--- src/logic/cawpwm_pkg.sv ---
// Purpose: Constants for the counter array wide PWM block
// Assumes: APB with 32-bit data, one register per word; mode sits at unaligned 0x0ed
// Notes: Offsets that the map gives directly are byte addresses
package cawpwm_pkg;
  // Printed offsets, used as byte addresses
  localparam logic [11:0] OFF_CONTROL = 12'h0d8;
  localparam logic [11:0] OFF_MODE = 12'h0ed;
  // Registers of our own
  localparam logic [11:0] OFF_CMODE0 = 12'h100;
  localparam logic [11:0] OFF_CMPL0 = 12'h110;
  localparam logic [11:0] OFF_CMPH0 = 12'h120;
  localparam logic [11:0] OFF_COUNTER = 12'h130;
  localparam logic [11:0] OFF_IDLE = 12'h134;
  localparam logic [11:0] OFF_CYCLEN = 12'h138;
  localparam logic [11:0] CH_STRIDE = 12'h004;
  // Control register fields
  localparam int CTL_WRAP = 7;
  localparam int CTL_RUN = 6;
  // Mode register fields
  localparam int MD_IDLE = 7;
  localparam int MD_TB_LSB = 1;
  localparam int MD_WRAPIE = 0;
  // Per-channel mode fields
  localparam int CM_WIDE = 7;
  localparam int CM_CMPEN = 6;
  localparam int CM_MATCH = 3;
  localparam int CM_PWM = 1;
  localparam int CM_IRQEN = 0;
  // Reset values
  localparam logic [7:0] RST_BYTE = 8'h00;
  localparam logic [15:0] RST_WORD = 16'h0000;
  // Timebase codes
  localparam logic [2:0] TB_DIV12 = 3'h0;
  localparam logic [2:0] TB_DIV4 = 3'h1;
  localparam logic [2:0] TB_TMR0 = 3'h2;
  localparam logic [2:0] TB_EXTFALL = 3'h3;
  localparam logic [2:0] TB_SYSCLK = 3'h4;
  localparam logic [2:0] TB_EXTDIV8 = 3'h5;
  // Divider counts
  localparam logic [3:0] DIV12_LAST = 4'hb;
  localparam logic [3:0] DIV4_LAST = 4'h3;
  localparam logic [2:0] EXT8_LAST = 3'h7;
  localparam logic [15:0] CNT_TOP = 16'hffff;
endpackage : cawpwm_pkg

--- src/logic/cawpwm_top.sv ---
// Purpose: Shared 16-bit counter array with wide PWM channels over APB
// Assumes: 25 MHz clk, synchronous active-low nrst, external inputs asynchronous
// Notes: Only wide PWM behaviour of the channels is built
// Operation
// - Wide PWM runs independently of the shared shorter cycle-length setting.
// - Wide PWM when compare enable, PWM select and wide select all set.
// - Output goes high when counter equals the channel compare value.
// - Output goes low when the counter overflows.
// - Duty is (65536 minus compare)/65536; zero gives full high.
// - Compare enable cleared holds output low.
// - Match with match flag enable sets the channel event flag.
// - Low byte write clears compare enable; high byte write sets it.
// - Wrap flag set on 0xffff to 0x0000; only software clears it.
// - Wrap interrupt enable gates the wrap flag onto the interrupt.
// - Counter counts only while the run bit is one.
// - Channel event flags request interrupt when enabled; software clears.
// - Idle suspend stops the counter array while the processor idles.
// - Timebase select picks sysclk/12, /4, timer0, ext falls, sysclk, ext/8.
// - Unused control and mode bits read zero, ignore writes.
// - Shared cycle-length selection is ignored for wide PWM channels.
//
// The APB register port was left to the implementer.
`timescale 1ns/1ps
module cawpwm_top #(
  parameter int NCH = 3
) (
  input wire logic clk,
  input wire logic nrst,
  input wire logic psel,
  input wire logic penable,
  input wire logic pwrite,
  input wire logic [11:0] paddr,
  input wire logic [31:0] pwdata,
  output logic [31:0] prdata,
  output logic pready,
  output logic pslverr,
  input wire logic cpuIdle,
  input wire logic timer0Ovf,
  input wire logic externalCountInput,
  input wire logic externalClockIn,
  output logic [NCH-1:0] moduleOutputPin,
  output logic irq
);
  // Only three event flag bits exist in the control register
  if (NCH < 1 || NCH > 3)
  begin : g_nchCheck
    $error("NCH must be 1 to 3");
  end

  logic [7:0] controlReg;
  logic [7:0] modeReg;
  logic [1:0] cycleLengthReg;
  logic [15:0] counterReg;
  logic [7:0] chModeReg [NCH];
  logic [15:0] cmpReg [NCH];
  logic [NCH-1:0] matchHit;
  logic [2:0] eciSync;
  logic [2:0] extSync;
  logic [1:0] idleSync;
  logic [1:0] t0Sync;
  logic t0Prev;
  logic [3:0] divReg;
  logic [2:0] ext8Reg;
  logic tick;
  logic countEn;
  logic wrapEvt;
  logic wrEn;
  logic chIrq;

  assign wrEn = psel & penable & pwrite;

  // Synchronisers for outside inputs
  always_ff @(posedge clk)
  begin
    if (!nrst)
    begin
      eciSync <= 3'h7;
      extSync <= 3'h0;
      idleSync <= 2'h0;
      t0Sync <= 2'h0;
      t0Prev <= 1'b0;
    end
    else
    begin
      eciSync <= {eciSync[1:0], externalCountInput};
      extSync <= {extSync[1:0], externalClockIn};
      idleSync <= {idleSync[0], cpuIdle};
      t0Sync <= {t0Sync[0], timer0Ovf};
      t0Prev <= t0Sync[1];
    end
  end

  // System clock dividers and external clock divider
  always_ff @(posedge clk)
  begin
    if (!nrst)
    begin
      divReg <= 4'h0;
      ext8Reg <= 3'h0;
    end
    else
    begin
      if ((modeReg[3:1] == cawpwm_pkg::TB_DIV12 && divReg == cawpwm_pkg::DIV12_LAST) ||
          (modeReg[3:1] == cawpwm_pkg::TB_DIV4 && divReg == cawpwm_pkg::DIV4_LAST))
        divReg <= 4'h0;
      else
        divReg <= divReg + 4'h1;
      if (extSync[1] & ~extSync[2])
        ext8Reg <= ext8Reg + 3'h1;
    end
  end

  // Timebase selection
  always_comb
  begin
    case (modeReg[3:1])
      cawpwm_pkg::TB_DIV12: tick = (divReg == cawpwm_pkg::DIV12_LAST);
      cawpwm_pkg::TB_DIV4: tick = (divReg == cawpwm_pkg::DIV4_LAST);
      cawpwm_pkg::TB_TMR0: tick = t0Sync[1] & ~t0Prev;
      cawpwm_pkg::TB_EXTFALL: tick = eciSync[2] & ~eciSync[1];
      cawpwm_pkg::TB_SYSCLK: tick = 1'b1;
      cawpwm_pkg::TB_EXTDIV8: tick = extSync[1] & ~extSync[2] &
                                     (ext8Reg == cawpwm_pkg::EXT8_LAST);
      default: tick = 1'b0;
    endcase
  end

  // Run and idle gating
  assign countEn = tick & controlReg[cawpwm_pkg::CTL_RUN] &
                   ~(modeReg[cawpwm_pkg::MD_IDLE] & idleSync[1]);
  assign wrapEvt = countEn && counterReg == cawpwm_pkg::CNT_TOP;

  // Shared counter
  always_ff @(posedge clk)
  begin
    if (!nrst)
      counterReg <= cawpwm_pkg::RST_WORD;
    else if (wrEn && paddr == cawpwm_pkg::OFF_COUNTER)
      counterReg <= pwdata[15:0];
    else if (countEn)
      counterReg <= counterReg + 16'h0001;
  end

  // Control register: run bit, sticky flags with set winning
  always_ff @(posedge clk)
  begin
    if (!nrst)
      controlReg <= cawpwm_pkg::RST_BYTE;
    else
    begin
      if (wrEn && paddr == cawpwm_pkg::OFF_CONTROL)
      begin
        controlReg[cawpwm_pkg::CTL_RUN] <= pwdata[cawpwm_pkg::CTL_RUN];
        controlReg[cawpwm_pkg::CTL_WRAP] <= pwdata[cawpwm_pkg::CTL_WRAP] | wrapEvt;
        controlReg[NCH-1:0] <= pwdata[NCH-1:0] | matchHit;
      end
      else
      begin
        controlReg[cawpwm_pkg::CTL_WRAP] <= controlReg[cawpwm_pkg::CTL_WRAP] | wrapEvt;
        controlReg[NCH-1:0] <= controlReg[NCH-1:0] | matchHit;
      end
    end
  end

  // Mode and cycle-length registers; unused bits stay zero
  always_ff @(posedge clk)
  begin
    if (!nrst)
    begin
      modeReg <= cawpwm_pkg::RST_BYTE;
      cycleLengthReg <= 2'h0;
    end
    else
    begin
      if (wrEn && paddr == cawpwm_pkg::OFF_MODE)
        modeReg <= {pwdata[7], 3'h0, pwdata[3:0]};
      if (wrEn && paddr == cawpwm_pkg::OFF_CYCLEN)
        cycleLengthReg <= pwdata[1:0];
    end
  end

  // Per-channel compare, mode and output
  for (genvar n = 0; n < NCH; n++)
  begin : g_ch
    localparam logic [11:0] OFFS = 12'(n) * cawpwm_pkg::CH_STRIDE;
    logic wideMode;
    assign wideMode = chModeReg[n][cawpwm_pkg::CM_CMPEN] & chModeReg[n][cawpwm_pkg::CM_PWM] &
                      chModeReg[n][cawpwm_pkg::CM_WIDE];
    assign matchHit[n] = chModeReg[n][cawpwm_pkg::CM_CMPEN] &
                         chModeReg[n][cawpwm_pkg::CM_MATCH] &
                         countEn && (counterReg + 16'h0001) == cmpReg[n];

    // Mode and compare bytes
    always_ff @(posedge clk)
    begin
      if (!nrst)
      begin
        chModeReg[n] <= cawpwm_pkg::RST_BYTE;
        cmpReg[n] <= cawpwm_pkg::RST_WORD;
      end
      else if (wrEn && paddr == cawpwm_pkg::OFF_CMODE0 + OFFS)
        chModeReg[n] <= pwdata[7:0];
      else if (wrEn && paddr == cawpwm_pkg::OFF_CMPL0 + OFFS)
      begin
        cmpReg[n][7:0] <= pwdata[7:0];
        chModeReg[n][cawpwm_pkg::CM_CMPEN] <= 1'b0;
      end
      else if (wrEn && paddr == cawpwm_pkg::OFF_CMPH0 + OFFS)
      begin
        cmpReg[n][15:8] <= pwdata[7:0];
        chModeReg[n][cawpwm_pkg::CM_CMPEN] <= 1'b1;
      end
    end

    // Output: set on match, clear on overflow, ignores cycle length
    always_ff @(posedge clk)
    begin
      if (!nrst)
        moduleOutputPin[n] <= 1'b0;
      else if (!chModeReg[n][cawpwm_pkg::CM_CMPEN])
        moduleOutputPin[n] <= 1'b0;
      else if (wideMode && countEn)
      begin
        if ((counterReg + 16'h0001) == cmpReg[n])
          moduleOutputPin[n] <= 1'b1;
        else if (wrapEvt)
          moduleOutputPin[n] <= 1'b0;
      end
    end

    // Output, event flag, compare enable and interrupt checks
    property p_rise;
      @(posedge clk) disable iff (!nrst)
      $rose(moduleOutputPin[n]) |-> counterReg == cmpReg[n];
    endproperty
    a_rise: assert property (p_rise) else $error("output rose off match");
    property p_low;
      @(posedge clk) disable iff (!nrst)
      !chModeReg[n][cawpwm_pkg::CM_CMPEN] |=> !moduleOutputPin[n];
    endproperty
    a_low: assert property (p_low) else $error("output high while disabled");
    property p_fall;
      @(posedge clk) disable iff (!nrst)
      (wideMode && wrapEvt && cmpReg[n] != 16'h0000) |=> !moduleOutputPin[n];
    endproperty
    a_fall: assert property (p_fall) else $error("output not low on overflow");
    property p_flag;
      @(posedge clk) disable iff (!nrst)
      matchHit[n] |=> controlReg[n];
    endproperty
    a_flag: assert property (p_flag) else $error("event flag not set");
    property p_lowwr;
      @(posedge clk) disable iff (!nrst)
      (wrEn && paddr == cawpwm_pkg::OFF_CMPL0 + OFFS) |=>
        !chModeReg[n][cawpwm_pkg::CM_CMPEN];
    endproperty
    a_lowwr: assert property (p_lowwr) else $error("low byte kept enable");
    property p_hiwr;
      @(posedge clk) disable iff (!nrst)
      (wrEn && paddr == cawpwm_pkg::OFF_CMPH0 + OFFS) |=>
        chModeReg[n][cawpwm_pkg::CM_CMPEN];
    endproperty
    a_hiwr: assert property (p_hiwr) else $error("high byte left enable clear");
    property p_chirq;
      @(posedge clk) disable iff (!nrst)
      (controlReg[n] && chModeReg[n][cawpwm_pkg::CM_IRQEN]) |=> irq;
    endproperty
    a_chirq: assert property (p_chirq) else $error("event irq missing");
    c_pulse: cover property (@(posedge clk) disable iff (!nrst)
      $rose(moduleOutputPin[n]) ##[1:300] $fell(moduleOutputPin[n]));
  end

  // Channel requests from enabled event flags
  always_comb
  begin
    chIrq = 1'b0;
    for (int k = 0; k < NCH; k++)
      chIrq = chIrq | (controlReg[k] & chModeReg[k][cawpwm_pkg::CM_IRQEN]);
  end

  // Interrupt level from unmasked flags
  always_ff @(posedge clk)
  begin
    if (!nrst)
      irq <= 1'b0;
    else
      irq <= chIrq | (controlReg[cawpwm_pkg::CTL_WRAP] &
                      modeReg[cawpwm_pkg::MD_WRAPIE]);
  end

  // APB read data and ready
  always_ff @(posedge clk)
  begin
    if (!nrst)
    begin
      prdata <= 32'h0000_0000;
      pready <= 1'b0;
      pslverr <= 1'b0;
    end
    else
    begin
      pready <= psel & ~penable;
      pslverr <= 1'b0;
      prdata <= 32'h0000_0000;
      if (psel && !penable)
      begin
        if (paddr == cawpwm_pkg::OFF_CONTROL)
          prdata[7:0] <= {controlReg[7:6], 3'h0, controlReg[2:0]};
        else if (paddr == cawpwm_pkg::OFF_MODE)
          prdata[7:0] <= modeReg;
        else if (paddr == cawpwm_pkg::OFF_COUNTER)
          prdata[15:0] <= counterReg;
        else if (paddr == cawpwm_pkg::OFF_CYCLEN)
          prdata[1:0] <= cycleLengthReg;
        else if (paddr == cawpwm_pkg::OFF_IDLE)
          prdata[0] <= idleSync[1];
        for (int k = 0; k < NCH; k++)
        begin
          if (paddr == cawpwm_pkg::OFF_CMODE0 + 12'(k * 4))
            prdata[7:0] <= chModeReg[k];
          if (paddr == cawpwm_pkg::OFF_CMPL0 + 12'(k * 4))
            prdata[7:0] <= cmpReg[k][7:0];
          if (paddr == cawpwm_pkg::OFF_CMPH0 + 12'(k * 4))
            prdata[7:0] <= cmpReg[k][15:8];
        end
      end
    end
  end

  // Counter and flag checks
  property p_run;
    @(posedge clk) disable iff (!nrst)
    (!controlReg[cawpwm_pkg::CTL_RUN] && !(wrEn && paddr == cawpwm_pkg::OFF_COUNTER))
      |=> $stable(counterReg);
  endproperty
  a_run: assert property (p_run) else $error("counter moved while stopped");
  property p_wrap;
    @(posedge clk) disable iff (!nrst)
    wrapEvt |=> controlReg[cawpwm_pkg::CTL_WRAP] && counterReg == 16'h0000;
  endproperty
  a_wrap: assert property (p_wrap) else $error("wrap flag not set");
  property p_irq;
    @(posedge clk) disable iff (!nrst)
    (controlReg[cawpwm_pkg::CTL_WRAP] && modeReg[cawpwm_pkg::MD_WRAPIE]) |=> irq;
  endproperty
  a_irq: assert property (p_irq) else $error("wrap irq missing");
  property p_unused;
    @(posedge clk) disable iff (!nrst)
    modeReg[6:4] == 3'h0;
  endproperty
  a_unused: assert property (p_unused) else $error("unused mode bits set");
  property p_unusedCtl;
    @(posedge clk) disable iff (!nrst)
    controlReg[5:3] == 3'h0;
  endproperty
  a_unusedCtl: assert property (p_unusedCtl) else $error("unused control bits set");
  property p_idle;
    @(posedge clk) disable iff (!nrst)
    (modeReg[cawpwm_pkg::MD_IDLE] && idleSync[1] &&
      !(wrEn && paddr == cawpwm_pkg::OFF_COUNTER)) |=> $stable(counterReg);
  endproperty
  a_idle: assert property (p_idle) else $error("counter moved while suspended");
  // Full-rate timebase steps the shared counter once per clock
  property p_step;
    @(posedge clk) disable iff (!nrst)
    (controlReg[cawpwm_pkg::CTL_RUN] && modeReg[3:1] == cawpwm_pkg::TB_SYSCLK &&
      !(modeReg[cawpwm_pkg::MD_IDLE] && idleSync[1]) &&
      !(wrEn && paddr == cawpwm_pkg::OFF_COUNTER)) |=>
      counterReg == $past(counterReg) + 16'h0001;
  endproperty
  a_step: assert property (p_step) else $error("counter missed a tick");
  c_wrap: cover property (@(posedge clk) disable iff (!nrst) wrapEvt);
  c_irq: cover property (@(posedge clk) disable iff (!nrst) $rose(irq));
  c_tb: cover property (@(posedge clk) disable iff (!nrst)
    modeReg[3:1] == cawpwm_pkg::TB_DIV12 && countEn);
endmodule : cawpwm_top

--- config.mk ---
export PLATFORM = sky130hd
export DESIGN_NAME = cawpwm_top
export DESIGN_NICKNAME = d
export VERILOG_FILES = /design/src/logic/cawpwm_pkg.sv /design/src/logic/cawpwm_top.sv
export SDC_FILE = /design/constraint.sdc
export NUM_CORES = 1
export LEC_CHECK = 0
export BUFFER_PORTS_ARGS = -buffer_cell sky130_fd_sc_hd__buf_4
export CORE_MARGIN = 3
export CORE_UTILIZATION = 45
export CTS_BUF_LIST = sky130_fd_sc_hd__clkbuf_2 sky130_fd_sc_hd__clkbuf_4 sky130_fd_sc_hd__clkbuf_8
export DETAILED_ROUTE_END_ITERATION = 16
export PLACE_DENSITY = 0.72
export SYNTH_ARGS = -nofsm -noshare
export SYNTH_HDL_FRONTEND = slang
export SYNTH_SLANG_ARGS = --single-unit
--- constraint.sdc ---
create_clock -name clk -period 5.6 [get_ports clk]
set_input_delay 0.28 -clock clk [delete_from_list [all_inputs] [get_ports clk]]
set_output_delay 0.28 -clock clk [all_outputs]
set_load 0.02 [all_outputs]
==> flow_metrics.py, run 1 <==
metrics = {
    "clock_network": {
        "cts.htree.levels": 4,
        "ctsResizeCount": 0,
        "cts_tree": "done",
        "cts_root_buf": "clkbuf_8",
        "clk_latency_ns": 0.46,
        "post-cts-setup-buffers": 0,
        "cts-buffers-inserted": 17,
        "cts_buffer_depth": 2,
        "clkSinkCount": 139,
        "clk_pin_slew_worst_paths_ns": 0.09,
        "cts_hold_buf": 1,
    },
    "die": {
        "rows": 47,
        "chipWidth_um": 138,
        "initial_core_util_pct": 46.6,
        "core-area_um2": 16800,
        "dieArea_um2": 19000,
        "pin_count": 91,
        "die_h_um": 138,
    },
    "min_path": {
        "min_from": "cpuIdle",
        "min_to": "idleSync[0]",
        "worstHoldPathType": "in -> reg",
        "worstHoldPathCells": 2,
    },
    "global_routing": {
        "globalRouteOverflowTotal": 0,
        "grt_use_met2_pct": 42.3,
        "grt_pass1_wl_mm": 37.7,
        "grt_use_total_pct": 27.6,
        "grtUsageMet3_pct": 6.39,
        "grt_pass1_vias": 5971,
        "busiest_layer": "met2",
        "antenna_found_initial": 0,
        "use_met1_pct": 39.5,
        "grt_max_degree": 34,
    },
    "sta": {
        "report.final.hold_viol_count": 0,
        "finalCritPeriodShare_pct": 64.7,
        "finalCriticalPeriod_ns": 3.62,
        "setup_viol": 0,
        "final_max_slew_viol_count": 0,
        "tightest_slew_ns": 1.32,
        "relSlewSlack_pct": 11.1,
        "fin_setup_tns_ns": 0,
        "fmax_mhz": 276,
        "fin_worst_skew_ns": 0.0115,
        "grt_setup_unrepaired": "no",
    },
    "place": {
        "postPlaceCellArea_um2": 8250,
        "place.gp.congestion": 0.995,
        "dp_hpwl_mm": 18.5,
        "port_buffers": 57,
    },
    "setup_path": {
        "r2r_end": "moduleOutputPin[0]",
        "path_class": "reg -> reg",
        "crit_path_top_delay_cell": "nor3_1",
        "crit_fanout": 11,
        "crit_top_cell": "or4_1",
        "crit_chain": "nand4_1 -> nor3_1 -> xnor2_1 -> o2111ai_1 -> or4_1 -> or4_1 -> a21boi_1",
        "r2r_start": "counterReg[0]",
        "worstSetupEndpointType": "flip-flop",
        "rr_worst_depth": 7,
        "required_ns": 5.99,
        "rrSetupSlack_ns": 1.98,
        "startpoint_type": "flip-flop",
        "worstPathArrival_ns": 4.02,
        "max_stage_delay_ns": 0.76,
    },
    "synth": {
        "syn_inst": 820,
        "ys_seq_area_share_pct": 44.9,
        "yosysWarnings": 0,
        "ys_types": 78,
        "syn_avg_cell_area_um2": 9.52,
        "synth_edf_count": 72,
        "ys.flop_type": "edfxtp_1",
        "syn_area_um2": 7810,
        "async_flop_share_pct": 0,
        "ys_seq_elements": 139,
    },
    "final_layout": {
        "final_cell_mix": "72 x nor2_1, 72 x edfxtp_1, 67 x dfxtp_1",
        "antenna_cells": 0,
        "design_area_um2": 8620,
        "utilization_pct": 51.5,
        "fin_nets": 902,
        "multi_input_area_um2": 3980,
        "seq_area_um2": 3500,
        "syn_to_final_growth_pct": 10.4,
        "fill_cells": 1590,
        "drive_gt1_share_pct": 12.7,
    },
    "pwr": {
        "ir_drop_uv": 206,
        "p_leak_nw": 3.19,
        "power_density_nw_per_um2": 241,
    },
    "detailed_routing": {
        "viasPerCell": 6.12,
        "wl_per_cell_um": 24.0,
        "ant_nets": 0,
        "drt-total-wl_mm": 25.9,
        "dr.pass1.iters": 5,
        "drtIter0Drc": 760,
        "vias": 6600,
        "drt_drc_violations_left": 0,
    },
    "flow_run": {
        "maxCapViolCount": 0,
    },
    "outcome": {
        "status": "completed",
    },
}
logic make-up after synthesis:
| family | share of synthesized area (%) |
|---|---|
| xor+xnor | 8.68 |
| buf+inv | 5.00 |
| other cells | 0.0480 |
| simple gates | 22.7 |
| fa+ha+maj | 0.641 |
| mux | 4.01 |
| flops | 44.9 |
| compound gates | 14.1 |
synth_stat cells (all sizes together) (3+ instances only):
master | n | area (um2)
a2111oi | 3 | 26.3
a211oi | 15 | 113
a21o | 3 | 22.5
a21oi | 33 | 169
a221oi | 3 | 26.3
a22o | 4 | 35.0
a22oi | 9 | 67.6
a2bb2oi | 4 | 35.0
a31oi | 4 | 25.0
and2 | 52 | 325
and3 | 40 | 250
buf | 29 | 191
clkbuf | 42 | 158
dfxtp | 67 | 1340
edfxtp | 72 | 2160
ha | 4 | 50.1
inv | 11 | 41.3
mux2i | 29 | 290
nand2 | 48 | 183
nand2b | 13 | 81.3
nand3 | 21 | 115
nand3b | 5 | 37.5
nand4 | 12 | 90.1
nor2 | 74 | 283
nor2b | 6 | 37.5
nor3 | 20 | 105
nor4 | 12 | 81.3
o2111ai | 3 | 26.3
o211ai | 4 | 30.0
o21ai | 33 | 165
o221ai | 5 | 43.8
o22ai | 13 | 81.3
or3 | 6 | 37.5
or4 | 7 | 56.3
xnor2 | 44 | 393
xor2 | 30 | 263
worst max-delay path by stage:
| stage | slack (ns) | from | endpoint | cells past startpoint |
|---|---|---|---|---|
| 2_1_floorplan | 2.68 | paddr[6] | chModeReg[1][0] | 7 |
| 3_3_place_gp | 2.10 | counterReg[0] | moduleOutputPin[0] | 7 |
| 3_5_place_dp | 2.09 | counterReg[0] | moduleOutputPin[0] | 8 |
| 4_1_cts | 2.06 | counterReg[0] | moduleOutputPin[0] | 8 |
| 5_1_grt | 1.86 | counterReg[0] | moduleOutputPin[0] | 8 |
| 6_report | 1.98 | counterReg[0] | moduleOutputPin[0] | 7 |
power by group:
part,internal [mW],switching (mW)
Clock,0.329,0.451
Combinational,0.0545,0.102
Sequential,1.10,0.0383
stage by stage:
stage	power (mW)	hold slack [ns]	setup WS, ns	std cells
floorplan	1.24	0.381	2.68	836
finish	2.08	0.0219	1.98	1078
detailed placement	1.31	0.396	2.09	1045
global placement	1.31	0.400	2.10	1045
global route	2.15	0.00796	1.86	1078
CTS	2.08	0.00802	2.06	1078
sequential cells by signal (all words and copies together), names as in the netlist, 3 cells and up:
name	cells
moduleOutputPin	3
ext8Reg	3
prdata	16
divReg	4
eciSync	3
modeReg	5
counterReg	16
extSync	3
controlReg	5
chModeReg	24
cmpReg	48
critical path, delay by kind of cell (launching register included):
kind | cells | cell delay, ns
flip-flops | 1 | 0.73
XOR/XNOR | 1 | 0.33
AO/OA/AOI/OAI | 2 | 0.29
AND/OR/NAND/NOR | 4 | 2.21
final cells by class:
type,instances,area share [%]
clock inverters,14,1.47
multi-input cells,615,46.1
well taps,220,3.19
repair buffers,61,5.34
flip-flops and latches,139,40.6
inverters,11,0.479
clock buffers,18,2.80
per-layer routing:
metal	part of all wire (%)	vias to the layer above
met2	45	378
met3	9.8	50
met1	42	3177
met4	2.7	0
li1	-	2995
met5	0	-
(Power assumes the default switching activity.)
==> inputs of run 2 (changes only) <==
PLACE_DENSITY = 0.75   (was 0.72)
clock period = 2.95 ns   (was 5.6 ns; I/O delays follow)
==> run 2 against run 1 <==
Sequential share of layout area shrank 2.7 points. Non-clock buffer count grew 70. Fmax grew 30%. Die area is the same. First-iteration DRC count grew 34%. Combinational power grew 110%.
==> flow_metrics.py, run 2 (synthesis results as in run 1) <==
metrics = {
    "outcome": {
        "status": "completed",
    },
    "pwr": {
        "netSwitchingFraction_pct": 26.4,
        "ir_drop_uv": 334,
        "p_comb_share_pct": 7.9,
        "clkPwrFrac_pct": 40.6,
        "p_leak_nw": 3.58,
        "pwr-share-seq_pct": 51.5,
        "p_int_mw": 3.09,
        "power_density_nw_per_um2": 454,
        "p_sw_mw": 1.11,
    },
    "die": {
        "dieArea_um2": 19000,
        "die_h_um": 138,
        "chipWidth_um": 138,
        "initial_core_util_pct": 46.6,
        "pin_count": 91,
        "rows": 47,
        "core-area_um2": 16800,
    },
    "sta": {
        "relSlewSlack_pct": 45.5,
        "finalCritPeriodShare_pct": 94.7,
        "fin_setup_tns_ns": 0,
        "finalCriticalPeriod_ns": 2.79,
        "fmax_mhz": 358,
        "fin_worst_skew_ns": 0.0134,
        "report.final.hold_viol_count": 0,
        "final_max_slew_viol_count": 0,
        "tightest_slew_ns": 0.817,
        "setup_viol": 0,
        "grt_setup_unrepaired": "no",
    },
    "final_layout": {
        "syn_to_final_growth_pct": 18.4,
        "top_regs": "cmpReg (48), chModeReg (24)",
        "final_cell_mix": "122 x buf_4, 72 x nor2_1, 72 x edfxtp_1",
        "mostFrequentLayoutCell": "buf_4",
        "fin_nets": 972,
        "fill_cells": 1479,
        "top_register": "cmpReg",
        "largest_reg_flops": 48,
        "antenna_cells": 0,
        "design_area_um2": 9250,
        "drive_gt1_share_pct": 18.8,
    },
    "detailed_routing": {
        "drt_drc_violations_left": 0,
        "vias": 7043,
        "wl_per_cell_um": 23.1,
        "viasPerCell": 6.14,
        "dr.pass1.iters": 5,
        "drt-total-wl_mm": 26.5,
        "drtIter0Drc": 1020,
        "ant_nets": 0,
    },
    "flow_run": {
        "maxCapViolCount": 0,
    },
    "setup_path": {
        "required_ns": 3.36,
        "startpoint_type": "flip-flop",
        "crit_fanout": 8,
        "path_class": "reg -> reg",
        "critPathTopFamily": "simple AND/OR/NAND/NOR gates",
        "r2r_end": "moduleOutputPin[0]",
        "worstSetupEndpointType": "flip-flop",
        "rr_worst_depth": 8,
        "crit_path_top_delay_cell": "or4_1",
        "r2r_start": "counterReg[0]",
        "worstPathArrival_ns": 3.20,
        "rrSetupSlack_ns": 0.16,
        "max_stage_delay_ns": 0.56,
        "crit_chain": "ha_2 -> nand3_2 -> nor3_1 -> xnor2_1 -> xnor2_1 -> or4_1 -> or4_1 -> a21boi_1",
        "critPathBufInv": 0,
    },
    "place": {
        "port_buffers": 57,
        "place.gp.congestion": 1.06,
        "postPlaceCellArea_um2": 8710,
        "dp_hpwl_mm": 19.2,
    },
    "min_path": {
        "min_to": "counterReg[14]",
        "worstHoldPathType": "in -> reg",
        "worstHoldPathCells": 3,
        "min_from": "pwdata[14]",
    },
    "clock_network": {
        "clk_latency_ns": 0.47,
        "cts_root_buf": "clkbuf_8",
        "clkSinkCount": 139,
        "cts.htree.levels": 4,
        "cts_buffer_depth": 2,
        "clk_pin_slew_worst_paths_ns": 0.08,
        "cts-buffers-inserted": 17,
        "cts_tree": "done",
        "post-cts-setup-buffers": 0,
    },
    "global_routing": {
        "grt_max_degree": 34,
        "grt_pass1_vias": 6416,
        "grt_use_total_pct": 27.9,
        "antenna_found_initial": 0,
        "grt_pass1_wl_mm": 38.5,
        "globalRouteOverflowTotal": 0,
    },
}
[run 2: cell count changes in the layout (fill, tap and decap cells not counted), moves of 2 or more]
cell	previous run	this run
buf_4	60	122
bufinv_16	0	3
dlygate4sd3_1	1	9
inv_4	0	2
[run 2: worst min-delay path, cell delays in order]
cell and delay [ns]:
buf_4 0.07, o21ai_0 0.08, a21oi_1 0.13
[run 2: final cells by class]
| cell class | count | area (um2) | area share (%) |
|---|---|---|---|
| well taps | 220 | 275 | 2.98 |
| flip-flops and latches | 139 | 3500 | 37.9 |
| inverters | 11 | 41.3 | 0.447 |
| clock buffers | 18 | 241 | 2.61 |
| clock inverters | 14 | 183 | 1.98 |
| multi-input cells | 615 | 3990 | 43.2 |
| repair buffers | 131 | 1010 | 10.9 |
[run 2: how the worst max path moves through the flow]
stage             startpoint                 end  cells after the start
2_1_floorplan       paddr[6]     chModeReg[1][0]                      7
3_3_place_gp        paddr[6]     chModeReg[1][4]                      7
3_5_place_dp   counterReg[3]  moduleOutputPin[0]                      9
4_1_cts        counterReg[3]  moduleOutputPin[0]                      9
5_1_grt        counterReg[0]  moduleOutputPin[0]                      8
6_report       counterReg[0]  moduleOutputPin[0]                      8
[run 2: what timing repair did]
item,CTS,global route
hold buffers,9,0
setup endpoints to repair,0,3
gates resized for setup,0,4
hold endpoints to repair,9,0
[run 2: power by group through the flow]
stage	Clock, mW	Combinational [mW]	Sequential [mW]
6_report	1.71	0.330	2.16
5_1_grt	1.79	0.349	2.16
4_1_cts	1.72	0.320	2.16
3_5_place_dp	0	0.308	2.20
3_3_place_gp	0	0.306	2.20
2_1_floorplan	0	0.194	2.17
[run 2: stage by stage]
stage	worst slack, ns	utilization (%)	total power, mW	hold slack [ns]	instances
floorplan	0.162	-	2.36	0.249	836
global placement	0.158	52.0	2.51	0.335	1107
detailed placement	0.170	52.0	2.51	0.335	1107
CTS	0.120	55.0	4.20	0.000571	1148
global route	0.0353	55.2	4.30	0.0108	1148
finish	0.156	55.2	4.20	0.00897	1148
[run 2: per-layer routing]
layer  part of all wire [%]  global-route usage (%)
met5                      0                       0
met4                    4.9                    12.8
met3                     13                    8.04
met2                     43                    41.1
met1                     39                    38.0
==> inputs of run 3 (changes only) <==
CTS_BUF_LIST = not set   (was sky130_fd_sc_hd__clkbuf_2 sky130_fd_sc_hd__clkbuf_4 sky130_fd_sc_hd__clkbuf_8)
==> run 3 against run 2 <==
Fmax grew 0.26%. First-iteration DRC count grew 17%. Die area stayed put. Cell count fell by 0.44%. Setup slack gained 0.0073 ns. Highest routed layer unchanged. Non-clock buffer count is 5 lower.
==> flow_metrics.py, run 3 (synthesis results as in run 1) <==
metrics = {
    "clock_network": {
        "cts-buffers-inserted": 17,
        "clkSinkCount": 139,
        "cts_buffer_depth": 2,
        "cts_tree": "done",
        "cts.htree.levels": 4,
        "post-cts-setup-buffers": 0,
        "cts_root_buf": "clkbuf_16",
        "clk_pin_slew_worst_paths_ns": 0.06,
        "clk_latency_ns": 0.43,
    },
    "die": {
        "die_h_um": 138,
        "chipWidth_um": 138,
        "initial_core_util_pct": 46.6,
        "dieArea_um2": 19000,
        "core-area_um2": 16800,
        "pin_count": 91,
        "rows": 47,
    },
    "sta": {
        "final_max_slew_viol_count": 0,
        "fin_setup_tns_ns": 0,
        "grt_setup_unrepaired": "no",
        "fmax_mhz": 359,
        "relSlewSlack_pct": 43.5,
        "tightest_slew_ns": 0.841,
        "fin_worst_skew_ns": 0.0109,
        "setup_viol": 0,
        "finalCriticalPeriod_ns": 2.79,
        "report.final.hold_viol_count": 0,
        "worst_slack_ns": 0.164,
        "finalCritPeriodShare_pct": 94.4,
    },
    "pwr": {
        "ir_drop_uv": 399,
        "clkPwrFrac_pct": 46.9,
        "p_leak_nw": 3.64,
        "power_density_nw_per_um2": 500,
        "pwr-share-seq_pct": 46.2,
        "p_sw_mw": 1.18,
        "p_int_mw": 3.50,
        "p_comb_share_pct": 6.9,
        "netSwitchingFraction_pct": 25.2,
    },
    "global_routing": {
        "grt_pass1_vias": 6459,
        "busiest_layer": "met2",
        "antenna_found_initial": 0,
        "grt_max_degree": 34,
        "use_met1_pct": 38.2,
        "grtUsageMet3_pct": 9.24,
        "grt_use_met2_pct": 41.6,
        "grt_pass1_wl_mm": 38.9,
        "globalRouteOverflowTotal": 0,
        "grt_use_total_pct": 28.2,
    },
    "min_path": {
        "worstHoldPathType": "in -> reg",
        "min_from": "pwdata[12]",
    },
    "setup_path": {
        "startpoint_type": "flip-flop",
        "crit_fanout": 8,
        "max_stage_delay_ns": 0.57,
        "critPathBufInv": 0,
        "worstPathArrival_ns": 3.15,
        "r2r_start": "counterReg[0]",
        "crit_path_top_delay_cell": "or4_1",
        "cp-startpoint": "counterReg[0]",
        "worstSetupEndpointType": "flip-flop",
        "path_class": "reg -> reg",
        "crit_chain": "ha_2 -> nand3_2 -> nor3_1 -> xnor2_1 -> xnor2_1 -> or4_1 -> or4_1 -> a21boi_1",
        "required_ns": 3.31,
        "critPathTopFamily": "simple AND/OR/NAND/NOR gates",
    },
    "detailed_routing": {
        "drtIter0Drc": 1194,
        "ant_nets": 0,
        "drt_drc_violations_left": 0,
        "vias": 7068,
        "wl_per_cell_um": 23.4,
        "drt-total-wl_mm": 26.8,
        "viasPerCell": 6.18,
        "dr.pass1.iters": 6,
    },
    "final_layout": {
        "top_register": "cmpReg",
        "fin_nets": 967,
        "mostFrequentLayoutCell": "buf_4",
        "largest_reg_flops": 48,
        "syn_to_final_growth_pct": 19.9,
        "antenna_cells": 0,
        "final_cell_mix": "122 x buf_4, 72 x nor2_1, 72 x edfxtp_1",
        "top_regs": "cmpReg (48), chModeReg (24)",
        "design_area_um2": 9370,
        "drive_gt1_share_pct": 18.6,
    },
    "place": {
        "dp_hpwl_mm": 19.2,
        "postPlaceCellArea_um2": 8710,
        "place.gp.congestion": 1.06,
        "place_ws_ns": 0.170,
        "port_buffers": 57,
    },
    "flow_run": {
        "maxCapViolCount": 0,
    },
    "outcome": {
        "status": "completed",
    },
}
## run 3: final cells by class
class / instances / area [um2]
tap: 220 / 275
multi-input combinational: 615 / 3990
clock buffer: 20 / 479
inverter: 11 / 41.3
fill: 1462 / 7390
clock inverter: 12 / 123
sequential: 139 / 3500
timing repair buffer: 126 / 956
## run 3: metal layers
metal  vias up  routed length [um]
met3        97                3330
li1       3131                   -
met1      3374               10700
met4         0                1100
met2       466               11700
met5         -                   0
## run 3: worst reg2reg max path: stages, from the launching register on
cell,delay [ns]
dfxtp_1,0.44
ha_2,0.26
nand3_2,0.23
nor3_1,0.25
xnor2_1,0.21
xnor2_1,0.10
or4_1,0.57
or4_1,0.53
a21boi_1,0.15
## run 3: path summary, 6_finish.rpt
kind              slack [ns]  cells past startpoint            endpoint
setup reg to reg        0.16                      8  moduleOutputPin[0]
hold / removal         0.009                      3      counterReg[12]
hold reg to reg         0.42                      1          eciSync[1]
setup / recovery        0.16                      8  moduleOutputPin[0]
## run 3: power groups by stage
stage | Combinational (mW) | Sequential [mW] | Clock (mW)
global route | 0.344 | 2.17 | 2.29
global placement | 0.306 | 2.20 | 0
finish | 0.324 | 2.17 | 2.20
detailed placement | 0.308 | 2.20 | 0
floorplan | 0.194 | 2.17 | 0
CTS | 0.315 | 2.16 | 2.21
## run 3: per-stage QoR
step	hold slack (ns)	utilization, %	power [mW]	instances
after floorplan	0.249	-	2.36	836
after global placement	0.335	52.0	2.51	1107
after detailed placement	0.335	52.0	2.51	1107
after CTS	0.000536	55.8	4.69	1143
after global routing	0.0134	55.9	4.80	1143
final	0.00940	55.9	4.69	1143
## run 3: what timing repair did
| item | CTS | global route |
|---|---|---|
| endpoints found under the hold margin | 4 | 0 |
| endpoints found under the setup margin | 0 | 3 |
| hold buffers | 4 | 0 |
| gates resized for setup | 0 | 3 |
